File: config.mk
export PLATFORM = sky130hd
export DESIGN_NAME = jbf_flow_unit
export DESIGN_NICKNAME = d
export VERILOG_FILES = /design/src/core/jbf_pkg.sv /design/src/core/jbf_flow_unit.sv
export SDC_FILE = /design/constraint.sdc
export NUM_CORES = 1
export LEC_CHECK = 0
export BUFFER_PORTS_ARGS = -buffer_cell sky130_fd_sc_hd__buf_4
export CORE_AREA = 4 4 152 154
export DETAILED_ROUTE_END_ITERATION = 10
export DIE_AREA = 0 0 156 158
export PLACE_DENSITY_LB_ADDON = 0.25
export SYNTH_ARGS = -nofsm -noshare
export SYNTH_HDL_FRONTEND = slang
export SYNTH_SLANG_ARGS = --single-unit
File: constraint.sdc
create_clock -name I_MCLK -period 14.8 [get_ports I_MCLK]
set_clock_uncertainty 0.05 [all_clocks]
set_input_delay 2.96 -clock I_MCLK [delete_from_list [all_inputs] [get_ports I_MCLK]]
set_output_delay 2.96 -clock I_MCLK [all_outputs]
set_load 0.05 [all_outputs]
File: src/core/jbf_pkg.sv
// Purpose: Shared constants and carrier types of the jump and branch flow unit.
// Assumes: Instruction words arrive with the first halfword in bits 31:16.
// Notes: Opcode values are local encodings chosen for this core.
package jbf_pkg;

  // ********************************************************
  // Widths and sizes
  // ********************************************************
  localparam int unsigned ADDR_W = 32;
  localparam int unsigned NUM_PTR = 8;
  localparam int unsigned PTR_IDX_W = 3;
  localparam logic [31:0] SEQ_STEP_16 = 32'h0000_0002;
  localparam logic [31:0] RESET_ADDR = 32'h0000_0000;

  // ********************************************************
  // Pointer register indices
  // ********************************************************
  localparam logic [2:0] IDX_STACK_POINTER = 3'h6;
  localparam logic [2:0] IDX_FRAME_POINTER = 3'h7;

  // ********************************************************
  // Opcode fields of the first halfword
  // ********************************************************
  localparam int unsigned OP_IND_LSB = 3;
  localparam logic [12:0] OP_INDIRECT = 13'h00a0;
  localparam logic [12:0] OP_INDEXED = 13'h00a1;
  localparam int unsigned OP_SHORT_LSB = 12;
  localparam logic [3:0] OP_SHORT = 4'h2;
  localparam logic [3:0] OP_BRANCH = 4'h1;
  localparam int unsigned OP_LONG_LSB = 8;
  localparam logic [7:0] OP_LONG = 8'he2;

  // ********************************************************
  // Operand field positions
  // ********************************************************
  localparam int unsigned SHORT_OFS_W = 12;
  localparam int unsigned BR_OFS_W = 10;
  localparam int unsigned BR_SENSE_BIT = 11;
  localparam int unsigned BR_HINT_BIT = 10;
  localparam int unsigned LONG_HI_W = 8;

  // ********************************************************
  // Carrier types
  // ********************************************************
  typedef logic [NUM_PTR-1:0][ADDR_W-1:0] jbf_ptr_file_t;

  typedef struct packed {
    logic valid;
    logic parallel;
    logic [31:0] word;
    logic [ADDR_W-1:0] pc;
    logic condition_code_flag;
  } jbf_issue_t;

  typedef struct packed {
    logic done;
    logic redirect;
    logic [ADDR_W-1:0] target;
    logic align_exc;
    logic [ADDR_W-1:0] fault_addr;
    logic issue_reject;
    logic predict_taken;
    logic mispredict;
    logic is_long;
  } jbf_flow_t;

  localparam jbf_flow_t FLOW_RESET = '{
    done: 1'b0,
    redirect: 1'b0,
    target: RESET_ADDR,
    align_exc: 1'b0,
    fault_addr: RESET_ADDR,
    issue_reject: 1'b0,
    predict_taken: 1'b0,
    mispredict: 1'b0,
    is_long: 1'b0
  };

  typedef enum logic [2:0] {
    FORM_NONE,
    FORM_INDIRECT,
    FORM_INDEXED,
    FORM_SHORT,
    FORM_LONG,
    FORM_BRANCH
  } jbf_form_t;

endpackage

File: src/core/jbf_flow_unit.sv
// Purpose: Resolves jumps and conditional branches into a new program counter.
// Assumes: Decode presents one instruction per issue pulse with its program counter.
// Notes: Results appear one clock after the issue pulse and stand for one cycle.
//   Target and fault address hold their last value until they are overwritten.
//
// What this block does
// - Jump loads computed target into program counter.
// - Indirect target is pointer value, absolute.
// - Indexed target is pointer plus program counter.
// - Source is any general, stack or frame pointer.
// - Odd pointer value raises alignment exception instead.
// - Short jump adds 13-bit signed even offset.
// - Long jump adds 25-bit signed even offset.
// - Long jump is 32-bit; others 16-bit.
// - Jumps and branches never issue in parallel.
// - Branch taken when flag matches encoded sense.
// - Hint marks predicted taken; default not taken.
// - Branch offset is 11-bit signed even displacement.
// - Branch decision depends only on current flag.
// - Taken branch adds sign-extended offset to counter.
// - Branch reads the current condition code flag.
`timescale 1ns/1ps

module jbf_flow_unit (
  input wire logic I_MCLK,
  input wire logic I_SRST,
  input wire jbf_pkg::jbf_issue_t I_ISSUE,
  input wire jbf_pkg::jbf_ptr_file_t I_PTR,
  output jbf_pkg::jbf_flow_t O_FLOW
);

  // ********************************************************
  // State
  // ********************************************************
  typedef struct packed {
    jbf_pkg::jbf_flow_t flow;
  } jbf_state_t;

  jbf_state_t state;
  jbf_state_t next_state;

  jbf_pkg::jbf_form_t form;
  logic [15:0] first_half;
  logic [15:0] second_half;
  logic [2:0] ptr_idx;
  logic [31:0] ptr_val;
  logic [jbf_pkg::ADDR_W-1:0] short_tgt;
  logic [jbf_pkg::ADDR_W-1:0] long_tgt;
  logic [jbf_pkg::ADDR_W-1:0] br_tgt;
  logic br_sense;
  logic br_hint;
  logic br_taken;

  // ********************************************************
  // Field extraction
  // ********************************************************
  assign first_half = I_ISSUE.word[31:16];
  assign second_half = I_ISSUE.word[15:0];
  // Any of the eight pointer slots is legal, stack and frame pointer included.
  assign ptr_idx = first_half[jbf_pkg::PTR_IDX_W-1:0];
  assign ptr_val = I_PTR[ptr_idx];

  assign br_sense = first_half[jbf_pkg::BR_SENSE_BIT];
  assign br_hint = first_half[jbf_pkg::BR_HINT_BIT];
  // Only the flag value presented with this issue decides the outcome.
  assign br_taken = (I_ISSUE.condition_code_flag == br_sense);

  // ********************************************************
  // Relative targets
  // ********************************************************
  // Each immediate stores the offset halved, so bit 0 of the target step is zero.
  jbf_rel_target #(
    .OFS_W(jbf_pkg::SHORT_OFS_W)
  ) u_short_target (
    .i_ofs_half(first_half[jbf_pkg::SHORT_OFS_W-1:0]),
    .i_pc(I_ISSUE.pc),
    .o_target(short_tgt)
  );

  jbf_rel_target #(
    .OFS_W(jbf_pkg::LONG_HI_W + 16)
  ) u_long_target (
    .i_ofs_half({first_half[jbf_pkg::LONG_HI_W-1:0], second_half}),
    .i_pc(I_ISSUE.pc),
    .o_target(long_tgt)
  );

  jbf_rel_target #(
    .OFS_W(jbf_pkg::BR_OFS_W)
  ) u_branch_target (
    .i_ofs_half(first_half[jbf_pkg::BR_OFS_W-1:0]),
    .i_pc(I_ISSUE.pc),
    .o_target(br_tgt)
  );

  // ********************************************************
  // Form decode
  // ********************************************************
  always_comb begin
    form = jbf_pkg::FORM_NONE;
    // The opcode fields never overlap, so at most one test below can match.
    if (first_half[15:jbf_pkg::OP_IND_LSB] == jbf_pkg::OP_INDIRECT) begin
      form = jbf_pkg::FORM_INDIRECT;
    end else if (first_half[15:jbf_pkg::OP_IND_LSB] == jbf_pkg::OP_INDEXED) begin
      form = jbf_pkg::FORM_INDEXED;
    end else if (first_half[15:jbf_pkg::OP_LONG_LSB] == jbf_pkg::OP_LONG) begin
      form = jbf_pkg::FORM_LONG;
    end else if (first_half[15:jbf_pkg::OP_SHORT_LSB] == jbf_pkg::OP_SHORT) begin
      form = jbf_pkg::FORM_SHORT;
    end else if (first_half[15:jbf_pkg::OP_SHORT_LSB] == jbf_pkg::OP_BRANCH) begin
      form = jbf_pkg::FORM_BRANCH;
    end
  end

  // ********************************************************
  // Next state
  // ********************************************************
  always_comb begin
    next_state = state;
    // Target and fault address are held; only the pulse fields fall back to zero.
    next_state.flow.done = 1'b0;
    next_state.flow.redirect = 1'b0;
    next_state.flow.align_exc = 1'b0;
    next_state.flow.issue_reject = 1'b0;
    next_state.flow.predict_taken = 1'b0;
    next_state.flow.mispredict = 1'b0;
    next_state.flow.is_long = 1'b0;
    // No arithmetic status is produced here and no privilege level is checked.
    if (I_ISSUE.valid && form != jbf_pkg::FORM_NONE) begin
      next_state.flow.done = 1'b1;
      next_state.flow.is_long = (form == jbf_pkg::FORM_LONG);
      if (I_ISSUE.parallel) begin
        // A flow instruction bundled with others is refused and changes nothing.
        next_state.flow.issue_reject = 1'b1;
      end else begin
        case (form)
          jbf_pkg::FORM_INDIRECT: begin
            if (ptr_val[0]) begin
              next_state.flow.align_exc = 1'b1;
              next_state.flow.fault_addr = ptr_val;
            end else begin
              next_state.flow.redirect = 1'b1;
              next_state.flow.target = ptr_val;
            end
          end
          jbf_pkg::FORM_INDEXED: begin
            // Alignment is judged on the pointer itself, not on the sum.
            if (ptr_val[0]) begin
              next_state.flow.align_exc = 1'b1;
              next_state.flow.fault_addr = ptr_val;
            end else begin
              next_state.flow.redirect = 1'b1;
              next_state.flow.target = I_ISSUE.pc + ptr_val;
            end
          end
          jbf_pkg::FORM_SHORT: begin
            next_state.flow.redirect = 1'b1;
            next_state.flow.target = short_tgt;
          end
          jbf_pkg::FORM_LONG: begin
            next_state.flow.redirect = 1'b1;
            next_state.flow.target = long_tgt;
          end
          jbf_pkg::FORM_BRANCH: begin
            next_state.flow.redirect = 1'b1;
            next_state.flow.predict_taken = br_hint;
            next_state.flow.mispredict = (br_hint != br_taken);
            if (br_taken) begin
              next_state.flow.target = br_tgt;
            end else begin
              // The fall-through address is reported as a redirect so fetch has one path.
              next_state.flow.target = I_ISSUE.pc + jbf_pkg::SEQ_STEP_16;
            end
          end
          default: begin
            next_state.flow.done = 1'b0;
          end
        endcase
      end
    end
  end

  // ********************************************************
  // Registers
  // ********************************************************
  always_ff @(posedge I_MCLK) begin
    if (I_SRST) begin
      state.flow <= jbf_pkg::FLOW_RESET;
    end else begin
      state <= next_state;
    end
  end

  // ********************************************************
  // Output
  // ********************************************************
  assign O_FLOW = state.flow;

endmodule

// ********************************************************
// Relative target adder
// ********************************************************
// Sign-extends a halved immediate, restores its zero bit 0 and adds the
// program counter. One copy serves each relative encoding.
module jbf_rel_target #(
  parameter int unsigned ADDR_W = jbf_pkg::ADDR_W,
  parameter int unsigned OFS_W = jbf_pkg::SHORT_OFS_W
) (
  input wire logic [OFS_W-1:0] i_ofs_half,
  input wire logic [ADDR_W-1:0] i_pc,
  output logic [ADDR_W-1:0] o_target
);

  logic [ADDR_W-1:0] ofs_bytes;

  assign ofs_bytes = {{(ADDR_W-OFS_W-1){i_ofs_half[OFS_W-1]}}, i_ofs_half, 1'b0};
  assign o_target = i_pc + ofs_bytes;

endmodule

==> flow_metrics.py <==
metrics = {
    "setup_path": {
        "cp_data_required_time_ns": 14.96,
        "critPathLaunchType": "primary input",
        "worst-path-max-fanout": 26,
        "cp_top_family": "compound AO/OA/AOI/OAI gates",
        "cp_cell_sequence": "buf_4, nor4_1, and3_1, nor2_1, a21oi_1, ha_1, inv_1, fa_1, nand3b_1, a21o_1, a211oi_1, o21ai_0, o21ai_0, o32ai_1, xnor2_1, a221oi_1, nor3_2",
        "critical_path_arrival_ns": 7.69,
        "end_kind": "flop",
        "path_class": "in -> reg",
        "crit_path_frequent_cell": "o21ai_0",
        "slowest_stage": "and3_1",
        "critical_path_buf_inv_count": 2,
        "cp_slowest_stage_delay_ns": 0.81,
    },
    "placed_design": {
        "globalplace.congestion": 0.968,
        "hpwl_um": 34300,
        "postPlaceCellArea_mm2": 0.0114,
        "io_buffers": 395,
        "dp_slack_ns": 6.96,
    },
    "cts": {
        "ctsResizeCount": 0,
        "clock_path_buffers": 2,
        "numCtsBuffers": 9,
        "ctsHoldBuffers": 0,
        "worstSkewPairLatency_ns": 0.35,
        "post_cts_buffers": 0,
        "cts_tree": "yes",
        "htreeDepth": 3,
        "cts.clk_slew.worst_paths_ns": 0.07,
        "cts-root-buf": "clkbuf_16",
        "cts_sinks": 71,
    },
    "layout": {
        "final_cell_mix": "buf_4, nor2_1, a21oi_1, nand2_1, dfxtp_1",
        "largest_register_ffs": 71,
        "stdcell_area_mm2": 0.0118,
        "area_growth_pct": 41.5,
        "mostFrequentLayoutCell": "buf_4",
        "nets": 1723,
        "drive_above_1_share": 0.394,
        "final_util": 0.543,
    },
    "global_route": {
        "grt_pass1_wl_um": 59900,
        "grt_pass1_vias": 9578,
        "grt_usage": 0.326,
        "grt_max_degree": 70,
        "overflow": 0,
        "antenna_found_initial": 5,
    },
    "synthesis": {
        "synthFlopType": "dfxtp_1",
        "syn_avg_cell_area_um2": 8.46,
        "synthCells": 983,
        "ys_warn_count": 0,
        "synthesis.nets": 1375,
        "seq_area_frac_synth": 0.171,
        "synth_cell_types": 69,
        "synth_edf_count": 0,
        "syn_area_mm2": 0.00832,
        "synthArstFlopShare": 0,
        "ys_ff_latch": 71,
    },
    "sta": {
        "period_share": 0.509,
        "slew_viol_final": 0,
        "finalSetupTns_ns": 0,
        "worst_pin_slew_ns": 1.05,
        "relSlewSlack": 0.298,
        "setup_viol": 0,
        "layout_setup_ws_ns": 7.27,
        "layout_min_cycle_time_ns": 7.53,
        "rsz0062_at_grt": "no",
        "hold_viol": 0,
        "fmax_mhz": 133,
    },
    "power_and_ir_drop": {
        "ir_worst_vdd_mv": 0.0674,
        "p_leak_nw": 5.28,
        "power_uw": 858,
        "power_density_mw_per_mm2": 72.8,
    },
    "routing": {
        "avgViaCountPerCell": 5.97,
        "ant_nets": 0,
        "routed_wl_um": 41500,
        "drt_iter0_markers": 915,
        "drc_errors": 0,
        "num_vias": 9671,
        "drt_first_pass_iters": 8,
        "wl_per_cell_um": 25.6,
    },
    "flow_run": {
        "maxCapViolations": 0,
    },
    "floorplanning": {
        "initial_core_util": 0.384,
        "rows": 54,
        "die-area_mm2": 0.0246,
        "num_io_pins": 396,
        "die_width_um": 156,
        "die_y_um": 158,
        "core_mm2": 0.0217,
    },
    "run_status": {
        "outcome": "completed",
    },
    "hold_path": {
        "hold_class": "reg -> reg",
    },
}
[where the power goes]
part,internal (mW),switching [mW],leakage (nW)
clock network,0.150,0.101,0.153
logic,0.193,0.219,4.55
registers,0.193,0.00170,0.573
total,0.536,0.322,5.28
[worst register-to-register path, stage by stage, from the launching register on]
cell     delay [ns]
dfxtp_1        0.32
nor2_1         0.05
nor2_1         0.17
or4b_1         0.46
nand3_1        0.10
[synth_stat cells (3+ instances only)]
master    number  area [um2]
nand2b_1       4        25.0
a41oi_1        3        26.3
o21bai_1       9        67.6
o31ai_1        4        30.0
and3_1         7        43.8
mux2_2        31         349
o221ai_1       4        35.0
ha_1          65         813
o211ai_1       5        37.5
or2_2          5        31.3
mux4_2        64        1440
xor2_1        23         201
a31oi_1        7        43.8
o21ai_0       34         170
clkbuf_1      48         180
nor3_1        55         275
a21o_1        41         308
nand4_1        7        43.8
or3_1          4        25.0
nand3b_1       3        22.5
and2_1         7        43.8
buf_1          7        26.3
a21oi_1       77         385
mux2i_1       11         110
nand2_1       76         285
a221o_1       11         110
a21boi_0       3        22.5
nor2_1       141         529
a221oi_1      15         131
o21a_1         5        37.5
buf_2          7        35.0
xnor2_1       28         245
a211oi_1      23         173
inv_1         18        67.6
a22o_1         9        78.8
nand3_1       11        55.1
dfxtp_1       71        1420
[path summary, 6_finish.rpt]
kind / from / endpoint / slack (ns) / cells past startpoint
setup / recovery: I_ISSUE[61] / O_FLOW[68] / 7.27 / 17
hold / removal: O_FLOW[37] / O_FLOW[37] / 0.42 / 2
setup reg to reg: O_FLOW[66] / O_FLOW[66] / 13.60 / 4
hold reg to reg: O_FLOW[37] / O_FLOW[37] / 0.42 / 2
[stage by stage]
stage,cells,hold WS [ns]
2_1_floorplan,983,0.621
3_3_place_gp,1600,0.407
3_5_place_dp,1600,0.412
4_1_cts,1616,0.420
5_1_grt,1621,0.456
6_report,1621,0.419
[metal layers]
layer  track usage  up-vias  wire length, um
met2         0.505      540            18700
met3        0.0735       68             4110
met1         0.446     4625            17300
met5             0        -                0
li1              -     4438                -
met4         0.117        0             1400
[layout make-up]
cell class	count	area (um2)
Inverter	19	71.3
Clock inverter	7	101
Tap cell	280	350
Timing Repair Buffer	400	3000
Fill cell	2116	9910
Sequential cell	71	1420
Antenna cell	5	12.5
Clock buffer	9	225
Multi-Input combinational cell	830	6590
[kinds of logic (layout without fill, tap and decap cells)]
| group | count (synthesis) | count (layout) | share of synthesized area |
|---|---|---|---|
| and+or+nand+nor | 334 | 334 | 0.182 |
| AOI/OAI and AO/OA | 272 | 272 | 0.225 |
| muxes | 106 | 106 | 0.228 |
| buffers and inverters | 82 | 435 | 0.0382 |
| DFF | 71 | 71 | 0.171 |
| adders and majority gates | 67 | 67 | 0.103 |
| xor gates and xnor gates | 51 | 51 | 0.0537 |
| other | 0 | 5 | 0 |
Note: power is estimated with default switching activity, not from simulation.
